[config.mk]
export PLATFORM = sky130hd
export DESIGN_NAME = cgf_gating_control
export DESIGN_NICKNAME = d
export VERILOG_FILES = /design/src/design/cgf_pkg.sv /design/src/design/cgf_gating_control.sv /design/src/design/cgf_force_bit.sv /design/src/design/cgf_delay_timer.sv
export SDC_FILE = /design/constraint.sdc
export NUM_CORES = 1
export LEC_CHECK = 0
export ABC_AREA = 1
export BUFFER_PORTS_ARGS = -buffer_cell sky130_fd_sc_hd__clkbuf_2
export CORE_ASPECT_RATIO = 1.25
export CORE_UTILIZATION = 41
export CTS_BUF_LIST = sky130_fd_sc_hd__clkbuf_16
export DETAILED_ROUTE_END_ITERATION = 10
export PLACE_DENSITY = 0.66
export SYNTH_ARGS = -nofsm -noshare
export SYNTH_HDL_FRONTEND = slang
export SYNTH_SLANG_ARGS = --single-unit
[constraint.sdc]
create_clock -name CLK -period 4.8 [get_ports CLK]
set_input_delay 0.72 -clock CLK [delete_from_list [all_inputs] [get_ports CLK]]
set_output_delay 0.72 -clock CLK [all_outputs]
set_load 0.01 [all_outputs]
[src/design/cgf_pkg.sv]
/*
 * package for the graphics clock gating force control block:
 * register offsets, field positions, reset values, bus carriers.
 * assumes an apb slave port with 32-bit data and 12-bit word-aligned byte addresses.
 */
package cgf_pkg;

    // ************************************************************
    // register map
    // ************************************************************
    localparam logic [11:0] FORCE_STATE_OFFSET  = 12'ha00;
    localparam logic [11:0] FORCE_SET_OFFSET    = 12'ha04;
    localparam logic [11:0] FORCE_CLEAR_OFFSET  = 12'ha08;
    localparam logic [11:0] CAPABILITIES_OFFSET = 12'hfbc;
    localparam logic [11:0] ENTRY_DELAY_OFFSET  = 12'ha0c;

    // ************************************************************
    // field positions
    // ************************************************************
    localparam int MAIN_CLOCK_BIT    = 1;
    localparam int CORE_CLOCK_BIT    = 2;
    localparam int TRACE_CLOCK_BIT   = 3;
    localparam int CAP_GATING_BIT    = 0;
    localparam int CAP_TRACE_BIT     = 1;
    localparam int ENTRY_DELAY_LSB   = 24;
    localparam int ENTRY_DELAY_WIDTH = 8;

    // ************************************************************
    // reset values
    // ************************************************************
    localparam logic [3:0] FORCE_RESET       = 4'h0;
    localparam logic [7:0] ENTRY_DELAY_RESET = 8'h00;

    // ************************************************************
    // carriers
    // ************************************************************
    typedef struct packed {
        logic        psel;
        logic        penable;
        logic        pwrite;
        logic [11:0] paddr;
        logic [31:0] pwdata;
    } cgf_apb_req_type;

    typedef struct packed {
        logic        pready;
        logic        pslverr;
        logic [31:0] prdata;
    } cgf_apb_rsp_type;

endpackage : cgf_pkg

[src/design/cgf_gating_control.sv]
/*
 * graphics clock gating force control: apb register slave, override state,
 * per-clock gating requests with entry delay.
 * assumes apb master on CLK; clock-needed inputs synchronous to CLK.
 */
// The APB interface to the registers was chosen for this implementation.
`timescale 1ns/1ps

// Contract
// - state bit one means gating is disabled
// - set register ones force gating off
// - clear register ones re-enable gating
// - set and clear share state bit positions
// - bit one main clock, bit zero reserved
// - bit three trace clock, needs capability one
// - bit two carries core clock override
// - shader stack override shares bit two
// - main core stack need capability zero
// - capability bit one reports trace support
// - trace fields read zero without support
// - capability bit zero reports gating support
// - eight-bit entry delay, zero to 255 cycles
module cgf_gating_control #(
    parameter bit GATING_SUPPORTED = 1'b1,
    parameter bit TRACE_SUPPORTED  = 1'b1
)
(
    // clock and reset
    input  wire logic        CLK,
    input  wire logic        RESET,
    // apb slave
    input  wire logic        PSEL,
    input  wire logic        PENABLE,
    input  wire logic        PWRITE,
    input  wire logic [11:0] PADDR,
    input  wire logic [31:0] PWDATA,
    output logic             PREADY,
    output logic             PSLVERR,
    output logic [31:0]      PRDATA,
    // clock demand from the gated domains
    input  wire logic        MAIN_CLOCK_NEEDED,
    input  wire logic        CORE_CLOCK_NEEDED,
    input  wire logic        TRACE_CLOCK_NEEDED,
    // overrides and gate requests
    output logic             MAIN_CLOCK_OVERRIDE,
    output logic             CORE_CLOCK_OVERRIDE,
    output logic             SHADER_STACK_CLOCK_OVERRIDE,
    output logic             TRACE_CLOCK_OVERRIDE,
    output logic             MAIN_CLOCK_GATE_REQ,
    output logic             CORE_CLOCK_GATE_REQ,
    output logic             TRACE_CLOCK_GATE_REQ
);

    // ************************************************************
    // bus decode
    // ************************************************************
    cgf_pkg::cgf_apb_req_type req;
    logic [31:0] rdata_reg;
    logic [31:0] rdata_next;
    logic [7:0]  delay_reg;
    logic [7:0]  delay_next;
    logic [3:0]  state_bits;
    logic [3:0]  present_bits;
    logic [3:0]  set_pulse;
    logic [3:0]  clear_pulse;
    logic [31:0] cap_word;
    logic        access;
    logic        wr_access;
    logic        rd_access;
    logic        hit_state;
    logic        hit_set;
    logic        hit_clear;
    logic        hit_cap;
    logic        hit_delay;
    logic        mapped;
    logic        cap_gating;
    logic        cap_trace;
    logic        in_setup;

    function automatic logic addr_hit(input logic [11:0] addr, input logic [11:0] offset);
        addr_hit = (addr[11:2] == offset[11:2]);
    endfunction : addr_hit

    assign req        = '{psel: PSEL, penable: PENABLE, pwrite: PWRITE, paddr: PADDR, pwdata: PWDATA};
    assign access     = req.psel & req.penable;
    assign wr_access  = access & req.pwrite;
    assign rd_access  = req.psel & ~req.penable & ~req.pwrite;
    assign in_setup   = req.psel & ~req.penable;
    assign hit_state  = addr_hit(req.paddr, cgf_pkg::FORCE_STATE_OFFSET);
    assign hit_set    = addr_hit(req.paddr, cgf_pkg::FORCE_SET_OFFSET);
    assign hit_clear  = addr_hit(req.paddr, cgf_pkg::FORCE_CLEAR_OFFSET);
    assign hit_cap    = addr_hit(req.paddr, cgf_pkg::CAPABILITIES_OFFSET);
    assign hit_delay  = addr_hit(req.paddr, cgf_pkg::ENTRY_DELAY_OFFSET);
    assign mapped     = hit_state | hit_set | hit_clear | hit_cap | hit_delay;

    // ************************************************************
    // capabilities
    // ************************************************************
    assign cap_gating = GATING_SUPPORTED;
    assign cap_trace  = TRACE_SUPPORTED;

    always_comb
    begin
        cap_word = 32'h0000_0000;
        cap_word[cgf_pkg::CAP_GATING_BIT] = cap_gating;
        cap_word[cgf_pkg::CAP_TRACE_BIT]  = cap_trace;
    end

    // ************************************************************
    // override state
    // ************************************************************
    // bit 0 reserved, 1 main, 2 core and shader stack, 3 trace
    assign present_bits = {cap_trace, cap_gating, cap_gating, 1'b0};
    assign set_pulse    = (wr_access & hit_set)   ? req.pwdata[3:0] : 4'h0;
    assign clear_pulse  = (wr_access & hit_clear) ? req.pwdata[3:0] : 4'h0;

    genvar gi;
    generate
        for (gi = 0; gi < 4; gi++)
        begin : g_force
            cgf_force_bit u_bit
            (
                .clk         (CLK),
                .reset       (RESET),
                .present     (present_bits[gi]),
                .set_pulse   (set_pulse[gi]),
                .clear_pulse (clear_pulse[gi]),
                .state       (state_bits[gi])
            );
        end
    endgenerate

    assign MAIN_CLOCK_OVERRIDE         = state_bits[cgf_pkg::MAIN_CLOCK_BIT];
    assign CORE_CLOCK_OVERRIDE         = state_bits[cgf_pkg::CORE_CLOCK_BIT];
    assign SHADER_STACK_CLOCK_OVERRIDE = state_bits[cgf_pkg::CORE_CLOCK_BIT];
    assign TRACE_CLOCK_OVERRIDE        = state_bits[cgf_pkg::TRACE_CLOCK_BIT];

    // ************************************************************
    // entry delay
    // ************************************************************
    assign delay_next = (wr_access & hit_delay & cap_gating)
                      ? req.pwdata[cgf_pkg::ENTRY_DELAY_LSB +: cgf_pkg::ENTRY_DELAY_WIDTH]
                      : delay_reg;

    always_ff @(posedge CLK)
    begin
        if (RESET)
            delay_reg <= cgf_pkg::ENTRY_DELAY_RESET;
        else
            delay_reg <= delay_next;
    end

    cgf_delay_timer #(.WIDTH(cgf_pkg::ENTRY_DELAY_WIDTH)) u_main_timer
    (
        .clk          (CLK),
        .reset        (RESET),
        .delay        (delay_reg),
        .clock_needed (MAIN_CLOCK_NEEDED | ~cap_gating),
        .forced       (MAIN_CLOCK_OVERRIDE),
        .gate_request (MAIN_CLOCK_GATE_REQ)
    );

    cgf_delay_timer #(.WIDTH(cgf_pkg::ENTRY_DELAY_WIDTH)) u_core_timer
    (
        .clk          (CLK),
        .reset        (RESET),
        .delay        (delay_reg),
        .clock_needed (CORE_CLOCK_NEEDED | ~cap_gating),
        .forced       (CORE_CLOCK_OVERRIDE),
        .gate_request (CORE_CLOCK_GATE_REQ)
    );

    cgf_delay_timer #(.WIDTH(cgf_pkg::ENTRY_DELAY_WIDTH)) u_trace_timer
    (
        .clk          (CLK),
        .reset        (RESET),
        .delay        (delay_reg),
        .clock_needed (TRACE_CLOCK_NEEDED | ~cap_trace),
        .forced       (TRACE_CLOCK_OVERRIDE),
        .gate_request (TRACE_CLOCK_GATE_REQ)
    );

    // ************************************************************
    // read data
    // ************************************************************
    always_comb
    begin
        rdata_next = 32'h0000_0000;
        if (rd_access & hit_state)
            rdata_next[3:0] = state_bits;
        else if (rd_access & hit_cap)
            rdata_next = cap_word;
        else if (rd_access & hit_delay)
            rdata_next[cgf_pkg::ENTRY_DELAY_LSB +: cgf_pkg::ENTRY_DELAY_WIDTH] = delay_reg;
        else if (in_setup)
            rdata_next = 32'h0000_0000;
        else
            rdata_next = rdata_reg;
    end

    always_ff @(posedge CLK)
    begin
        if (RESET)
        begin
            rdata_reg    <= 32'h0000_0000;
        end
        else
        begin
            rdata_reg    <= rdata_next;
        end
    end

    assign PRDATA  = rdata_reg;
    assign PREADY  = 1'b1;
    assign PSLVERR = access & ~mapped;

    // ************************************************************
    // checks
    // ************************************************************
    property p_set_forces;
        @(posedge CLK) disable iff (RESET)
        (wr_access & hit_set & req.pwdata[cgf_pkg::MAIN_CLOCK_BIT] & cap_gating)
            |=> MAIN_CLOCK_OVERRIDE;
    endproperty
    a_set_forces: assert property (p_set_forces) else $error("set write did not force main override");

    property p_clear_releases;
        @(posedge CLK) disable iff (RESET)
        (wr_access & hit_clear & req.pwdata[cgf_pkg::CORE_CLOCK_BIT] & ~(wr_access & hit_set))
            |=> ~CORE_CLOCK_OVERRIDE;
    endproperty
    a_clear_releases: assert property (p_clear_releases) else $error("clear write left core override");

    property p_zero_bits_hold;
        @(posedge CLK) disable iff (RESET)
        (wr_access & (hit_set | hit_clear) & ~req.pwdata[cgf_pkg::TRACE_CLOCK_BIT])
            |=> $stable(TRACE_CLOCK_OVERRIDE);
    endproperty
    a_zero_bits_hold: assert property (p_zero_bits_hold) else $error("zero bit changed trace override");

    property p_bit0_reserved;
        @(posedge CLK) disable iff (RESET)
        1'b1 |-> (state_bits[0] == 1'b0);
    endproperty
    a_bit0_reserved: assert property (p_bit0_reserved) else $error("reserved bit zero set");

    property p_trace_absent;
        @(posedge CLK) disable iff (RESET)
        ~cap_trace |-> ~TRACE_CLOCK_OVERRIDE;
    endproperty
    a_trace_absent: assert property (p_trace_absent) else $error("trace override without support");

    property p_stack_core;
        @(posedge CLK) disable iff (RESET)
        1'b1 |-> (SHADER_STACK_CLOCK_OVERRIDE == CORE_CLOCK_OVERRIDE);
    endproperty
    a_stack_core: assert property (p_stack_core) else $error("stack and core overrides differ");

    property p_state_read;
        @(posedge CLK) disable iff (RESET)
        (rd_access & hit_state) |=> (PRDATA[3:0] == $past(state_bits)) && (PRDATA[31:4] == 28'h0);
    endproperty
    a_state_read: assert property (p_state_read) else $error("state read wrong");

    property p_cap_read;
        @(posedge CLK) disable iff (RESET)
        (rd_access & hit_cap) |=> (PRDATA == {30'h0, cap_trace, cap_gating});
    endproperty
    a_cap_read: assert property (p_cap_read) else $error("capability read wrong");

    property p_reset_clear;
        @(posedge CLK)
        $past(RESET) |-> (state_bits == cgf_pkg::FORCE_RESET);
    endproperty
    a_reset_clear: assert property (p_reset_clear) else $error("override not clear after reset");

    property p_forced_no_gate;
        @(posedge CLK) disable iff (RESET)
        MAIN_CLOCK_OVERRIDE ##1 MAIN_CLOCK_OVERRIDE |-> ~MAIN_CLOCK_GATE_REQ;
    endproperty
    a_forced_no_gate: assert property (p_forced_no_gate) else $error("gate request while forced");

    property p_trace_set;
        @(posedge CLK) disable iff (RESET)
        (wr_access & hit_set & req.pwdata[cgf_pkg::TRACE_CLOCK_BIT] & cap_trace)
            |=> TRACE_CLOCK_OVERRIDE;
    endproperty
    a_trace_set: assert property (p_trace_set) else $error("set write did not force trace override");

    property p_core_set;
        @(posedge CLK) disable iff (RESET)
        (wr_access & hit_set & req.pwdata[cgf_pkg::CORE_CLOCK_BIT] & cap_gating)
            |=> CORE_CLOCK_OVERRIDE && SHADER_STACK_CLOCK_OVERRIDE;
    endproperty
    a_core_set: assert property (p_core_set) else $error("set write did not force core override");

    property p_main_clear;
        @(posedge CLK) disable iff (RESET)
        (wr_access & hit_clear & req.pwdata[cgf_pkg::MAIN_CLOCK_BIT])
            |=> ~MAIN_CLOCK_OVERRIDE;
    endproperty
    a_main_clear: assert property (p_main_clear) else $error("clear write left main override");

    property p_gating_absent;
        @(posedge CLK) disable iff (RESET)
        ~cap_gating
            |-> ~MAIN_CLOCK_OVERRIDE && ~CORE_CLOCK_OVERRIDE && ~MAIN_CLOCK_GATE_REQ && ~CORE_CLOCK_GATE_REQ;
    endproperty
    a_gating_absent: assert property (p_gating_absent) else $error("gating active without support");

    property p_wo_read_zero;
        @(posedge CLK) disable iff (RESET)
        (rd_access & (hit_set | hit_clear))
            |=> (PRDATA == 32'h0000_0000);
    endproperty
    a_wo_read_zero: assert property (p_wo_read_zero) else $error("set or clear read not zero");

    property p_delay_read;
        @(posedge CLK) disable iff (RESET)
        (rd_access & hit_delay)
            |=> (PRDATA[31:24] == $past(delay_reg)) && (PRDATA[23:0] == 24'h00_0000);
    endproperty
    a_delay_read: assert property (p_delay_read) else $error("entry delay read wrong");

    property p_delay_zero_gate;
        @(posedge CLK) disable iff (RESET)
        (~MAIN_CLOCK_NEEDED & ~MAIN_CLOCK_OVERRIDE & cap_gating & (delay_reg == 8'h00))
            |=> MAIN_CLOCK_GATE_REQ;
    endproperty
    a_delay_zero_gate: assert property (p_delay_zero_gate) else $error("no gate request at zero delay");

    property p_needed_drops;
        @(posedge CLK) disable iff (RESET)
        MAIN_CLOCK_NEEDED
            |=> ~MAIN_CLOCK_GATE_REQ;
    endproperty
    a_needed_drops: assert property (p_needed_drops) else $error("gate request while clock needed");

    property p_bare_delay_hold;
        @(posedge CLK) disable iff (RESET)
        ~cap_gating
            |-> (delay_reg == cgf_pkg::ENTRY_DELAY_RESET);
    endproperty
    a_bare_delay_hold: assert property (p_bare_delay_hold) else $error("entry delay written without support");

    property p_trace_gate_absent;
        @(posedge CLK) disable iff (RESET)
        ~cap_trace
            |-> ~TRACE_CLOCK_GATE_REQ;
    endproperty
    a_trace_gate_absent: assert property (p_trace_gate_absent) else $error("trace gate request without support");

    c_set_main: cover property (@(posedge CLK) wr_access & hit_set ##1 MAIN_CLOCK_OVERRIDE);
    c_clear_core: cover property (@(posedge CLK) CORE_CLOCK_OVERRIDE ##1 ~CORE_CLOCK_OVERRIDE);
    c_gate_req: cover property (@(posedge CLK) $rose(MAIN_CLOCK_GATE_REQ));
    c_bad_addr: cover property (@(posedge CLK) PSLVERR);
    c_delay_write: cover property (@(posedge CLK) wr_access & hit_delay & cap_gating);

endmodule : cgf_gating_control

[src/design/cgf_force_bit.sv]
/*
 * one override state bit with set and clear strobes.
 * assumes strobes are single-cycle pulses on CLK.
 */
`timescale 1ns/1ps
module cgf_force_bit
(
    // clock and reset
    input  wire logic clk,
    input  wire logic reset,
    // control
    input  wire logic present,
    input  wire logic set_pulse,
    input  wire logic clear_pulse,
    // state
    output logic      state
);

    logic state_reg;
    logic state_next;

    // set wins over clear; absent bit stays zero
    assign state_next = present & (set_pulse | (state_reg & ~clear_pulse));
    assign state      = state_reg;

    always_ff @(posedge clk)
    begin
        if (reset)
            state_reg <= 1'b0;
        else
            state_reg <= state_next;
    end

endmodule : cgf_force_bit

[src/design/cgf_delay_timer.sv]
/*
 * gating entry delay counter: counts idle cycles before a gate request.
 * assumes clock_needed is synchronous to clk.
 */
`timescale 1ns/1ps
module cgf_delay_timer #(
    parameter int WIDTH = 8
)
(
    // clock and reset
    input  wire logic             clk,
    input  wire logic             reset,
    // control
    input  wire logic [WIDTH-1:0] delay,
    input  wire logic             clock_needed,
    input  wire logic             forced,
    // result
    output logic                  gate_request
);

    logic [WIDTH-1:0] count_reg;
    logic [WIDTH-1:0] count_next;
    logic             req_reg;
    logic             req_next;
    logic             expired;

    assign expired    = (count_reg >= delay);
    assign count_next = (clock_needed | forced) ? '0 : (expired ? count_reg : count_reg + WIDTH'(1));
    // request once delay idle cycles have passed
    assign req_next   = ~clock_needed & ~forced & expired;
    assign gate_request = req_reg;

    always_ff @(posedge clk)
    begin
        if (reset)
        begin
            count_reg <= '0;
            req_reg   <= 1'b0;
        end
        else
        begin
            count_reg <= count_next;
            req_reg   <= req_next;
        end
    end

endmodule : cgf_delay_timer

# Word level (Yosys, flattened, before mapping)
# Index checks and enable logic that the tools add are counted.
[word_totals]
ff_bits = 50
[op_classes]
addsub = 3
bitwise = 42
n_reduce_logical = 8
muxes = 7
magnitude_cmp = 3
eq_ne = 5
[ops]
columns = ["op", "n"]
rows = [
  ["$eq 10x10->1 const B", 5],
  ["$mux 32", 1],
  ["$add 8x1->8 const B", 3],
  ["$ge 8x8->1", 3],
  ["$and 1x1->1", 20],
  ["$mux 4", 5],
  ["$not 1->1", 12],
  ["$or 1x1->1", 10],
  ["$mux 8", 1],
  ["$reduce_or 2->1", 4],
  ["$reduce_bool 4->1", 1],
  ["$reduce_bool 3->1", 1],
  ["$reduce_or 3->1", 1],
  ["$reduce_bool 2->1", 1],
]

# Depth between registers and ports, before layout
[logic_depth]
word_depth = 7
depth_mapped = 13

# Cells and area by module
# A second synthesis with hierarchy kept.
[unflattened]
cells_unflattened = 554
area_unflattened_um2 = 3513.4
[by_module_without_submodules]
columns = ["mod", "n_inst", "seq_area_each_um2", "cells_per_inst", "area_each_um2"]
rows = [
  ["cgf_delay_timer", 3, 180.2, 110, 688.2],
  ["cgf_gating_control", 1, 400.4, 196, 1258.7],
  ["cgf_force_bit", 4, 20.0, 7, 47.5],
]

# Worst setup path before layout
# Ideal clock, no wire load.
[synth_path]
path_kind = "input -> output"
startpoint = "input port PADDR[8]"
endpoint = "output port PSLVERR"
cell_stages = 5
slack_ps = 2642
arrival_time_ps = 1438
path_cell_list = "nor2_1 nand2_2 nor2_8 buf_2 a311oi_1"
[synth_between]
elab_chain_cells = 7
[synth_lines]
columns = ["element", "line_no", "rtl"]
rows = [
  ["start: declaration", "cgf_gating_control.sv:35", "input wire logic [11:0] PADDR,"],
  ["$eq 10x10->1", "cgf_gating_control.sv:81", "addr_hit = (addr[11:2] == offset[11:2]);"],
  ["$or 1x1->1 (3 in series)", "cgf_gating_control.sv:94", "assign mapped = hit_state | hit_set | hit_clear | hit_cap | hit_delay;"],
  ["$or 1x1->1 (*)", "cgf_gating_control.sv:94", ""],
  ["$not 1->1 (*)", "cgf_gating_control.sv:215", "assign PSLVERR = access & ~mapped;"],
  ["$and 1x1->1 (*)", "cgf_gating_control.sv:215", ""],
  ["end: declaration", "cgf_gating_control.sv:38", "output logic PSLVERR,"],
]
# Mark *: on every way between the ends. The rest lies on a longest branch, timed or not.

# Worst setup path in the final report
[layout_path]
startpoint = "input port PADDR[5]"
endpoint = "output port PSLVERR"
# Same word-level chain as after synthesis.

==> impl_metrics.json <==
{
  "outcome": "complete, no violations",
  "synth_area_leaders": "dfxtp_1 (32%), nand2_1 (14%), ha_1 (11%)",
  "ir_worst_vdd_mv": 0.153,
  "io_pins": 93,
  "n_antenna_cell": 0,
  "cts_setup_buffers": 0,
  "worstSkewPairLatency_ps": 290,
  "critPathKind": "in2out",
  "grt_first_pass_wirelength_um": 11200,
  "layout_setup_ws_ps": 2510,
  "overflow": 0,
  "vias": 2929,
  "netlist_instances": 470,
  "worst_pin_slew_ps": 678,
  "rsz0062_at_grt": "false",
  "clock.fmax_mhz": 437,
  "die_h_um": 100,
  "ff2ff_setup_slack_ps": 3030,
  "fin_util_pct": 48.1,
  "period_share_pct": 47.6,
  "synth_flop_cell": "dfxtp_1",
  "fill_cells": 774,
  "htreeDepth": 2,
  "multi_input_area_mm2": 0.00179,
  "final.setup.tns_ps": 0,
  "endpoint_kind": "output pin",
  "dp_hpwl_um": 5090,
  "cts_buffers": 5,
  "slew_headroom_pct": 54.5,
  "crit_fanout": 19,
  "drcViolationCount": 0,
  "finalClockSkew_ps": 4.04,
  "drv_slew": 0,
  "layout_min_cycle_time_ps": 2290,
  "leakage_nw": 1.70,
  "synth_mux_area_share_pct": 0,
  "dp_slack_ps": 2510,
  "synth_area_mm2": 0.00317,
  "dieArea_mm2": 0.00810,
  "cts_tree": "yes",
  "port_buffers": 48,
  "drive_gt1_share_pct": 13.6,
  "nets": 593,
  "drt_iter0_markers": 90,
  "setup_viol_count_final": 0,
  "clk_pin_slew_ps": 60,
  "async_reset_ff_share_pct": 0,
  "largest_register_ffs": 12,
  "netlist-cell-type-count": 28,
  "p_sw_mw": 0.189,
  "rows": 35,
  "synth_top_family_by_area": "simple AND/OR/NAND/NOR gates",
  "track_usage_pct": 17.4,
  "synth-compound-area-share_pct": 8.32,
  "p_clk_share_pct": 49.0,
  "synth_top_area_share_pct": 31.5,
  "grt_pass1_vias": 2676,
  "antenna_found_initial": 0,
  "routed_via_density": 4.83,
  "clock_sink_count": 50,
  "yosys.area.top_type": "dfxtp_1",
  "powerDensity_mw_per_mm2": 256,
  "synth-simple-area-share_pct": 34.2,
  "crit_arrival_ps": 1570,
  "seqCellArea_mm2": 0.00100,
  "worstPathRequired_ps": 4080,
  "avgRoutedWirePerCell_um": 11.0,
  "placedCellCount": 599,
  "synth-edff-count": 0,
  "synth.most_common_cell": "nand2_1",
  "ys_seq_area_share_pct": 31.5,
  "p_comb_share_pct": 5.6,
  "cp-start-kind": "input port",
  "hold_violations": 0,
  "cts-resized-gates": 0,
  "die_x_um": 80.7,
  "synth-xor-area-share_pct": 0.828,
  "hp-class": "reg2reg",
  "grt_max_degree": 20,
  "ys_ff_latch": 50,
  "finalWirelength_um": 6680,
  "ant_nets": 0,
  "core_region_area_mm2": 0.00744,
  "synthAdderAreaFrac_pct": 10.6,
  "clockBufferDepth": 2,
  "intPower_mw": 0.729,
  "max_cap_viol_count": 0,
  "start_util_pct": 42.6,
  "root_buffer": "clkbuf_16",
  "holdWs_ps": 464,
  "drt_pre_antenna_iters": 4,
  "postCtsHoldBufs": 0,
  "yosysWarnings": 0,
  "globalplace.congestion": 0.783,
  "area_growth_pct": 12.8,
  "ys_top_cells_by_count": "nand2_1 (115), inv_1 (65), nor2_1 (58)",
  "instances_no_fill": 607,
  "avgSynthCellArea_um2": 6.75,
  "sw_frac_of_total_pct": 20.6,
  "p_seq_share_pct": 45.4
}
==> power groups by stage <==
stage	combinational [mW]	clock [mW]	sequential [mW]
detailed placement	0.0513	0	0.426
global placement	0.0504	0	0.426
global route	0.0579	0.476	0.416
finish	0.0516	0.450	0.416
CTS	0.0516	0.460	0.416
floorplan	0.0409	0	0.427
==> metal layers <==
layer	vias up	share of wire, %	track usage [%]
met1	1315	45	19.6
met4	0	2.1	6.18
met2	68	49	32.8
met5	-	0	0
li1	1537	-	-
met3	9	4.2	2.27
==> final cells by class <==
class | count | area share, %
flip-flops and latches | 50 | 27.9
well taps | 92 | 3.21
repair buffers | 48 | 6.71
clock buffers | 5 | 3.49
multi-input cells | 344 | 50.1
clock inverters | 3 | 1.78
inverters | 65 | 6.81
==> through the flow <==
| stage | area, um2 | power [mW] |
|---|---|---|
| 6_report | 3580 | 0.918 |
| 5_1_grt | 3580 | 0.950 |
| 4_1_cts | 3580 | 0.928 |
| 3_5_place_dp | 3390 | 0.477 |
| 3_3_place_gp | 3390 | 0.476 |
| 2_1_floorplan | 3250 | 0.468 |
==> logic make-up (layout without fill, tap and decap cells) <==
kind of cell	count (synthesis)	in the layout
AOI/OAI and AO/OA	51	51
xor gates and xnor gates	3	3
and+or+nand+nor	242	242
DFF	50	50
other	2	21
adders and majority gates	27	27
buffers and inverters	95	121
==> placed cells by master (no fill, tap or decap) <==
cell       netlist  layout
nand2_1        115     115
inv_1           65      65
nor2_1          58      58
dfxtp_1         50      50
clkbuf_2         0      48
nand3_1         40      40
a21oi_1         40      40
ha_1            27      27
conb_1           2      21
o21ai_1          8       8
nand4_1          7       7
clkbuf_16        0       5
nand3b_1         4       4
nor3_2           3       3
nor2_2           3       3
nand2_2          3       3
nor3_1           3       3
nand3_2          2       2
a21boi_0         2       2
xor2_1           2       2
bufinv_16        0       2
nor2_8           1       1
a311oi_1         1       1
nand4_4          1       1
nand4_2          1       1
or2_2            1       1
xnor2_1          1       1
clkinv_1         0       1
==> worst max-delay path: stages <==
cell and delay (ps):
clkbuf_2 90, nor2_2 140, nand3_2 130, nor2_8 270, a311oi_1 80, clkbuf_2 140
==> worst paths after layout <==
kind,to,depth (start not counted),start
setup / recovery,PSLVERR,6,PADDR[5]
hold / removal,PRDATA[0],2,PRDATA[0]
setup reg to reg,u_main_timer.count_reg[2],10,delay_reg[1]
hold reg to reg,PRDATA[0],2,PRDATA[0]
Note: power is estimated with default switching activity, not from simulation.
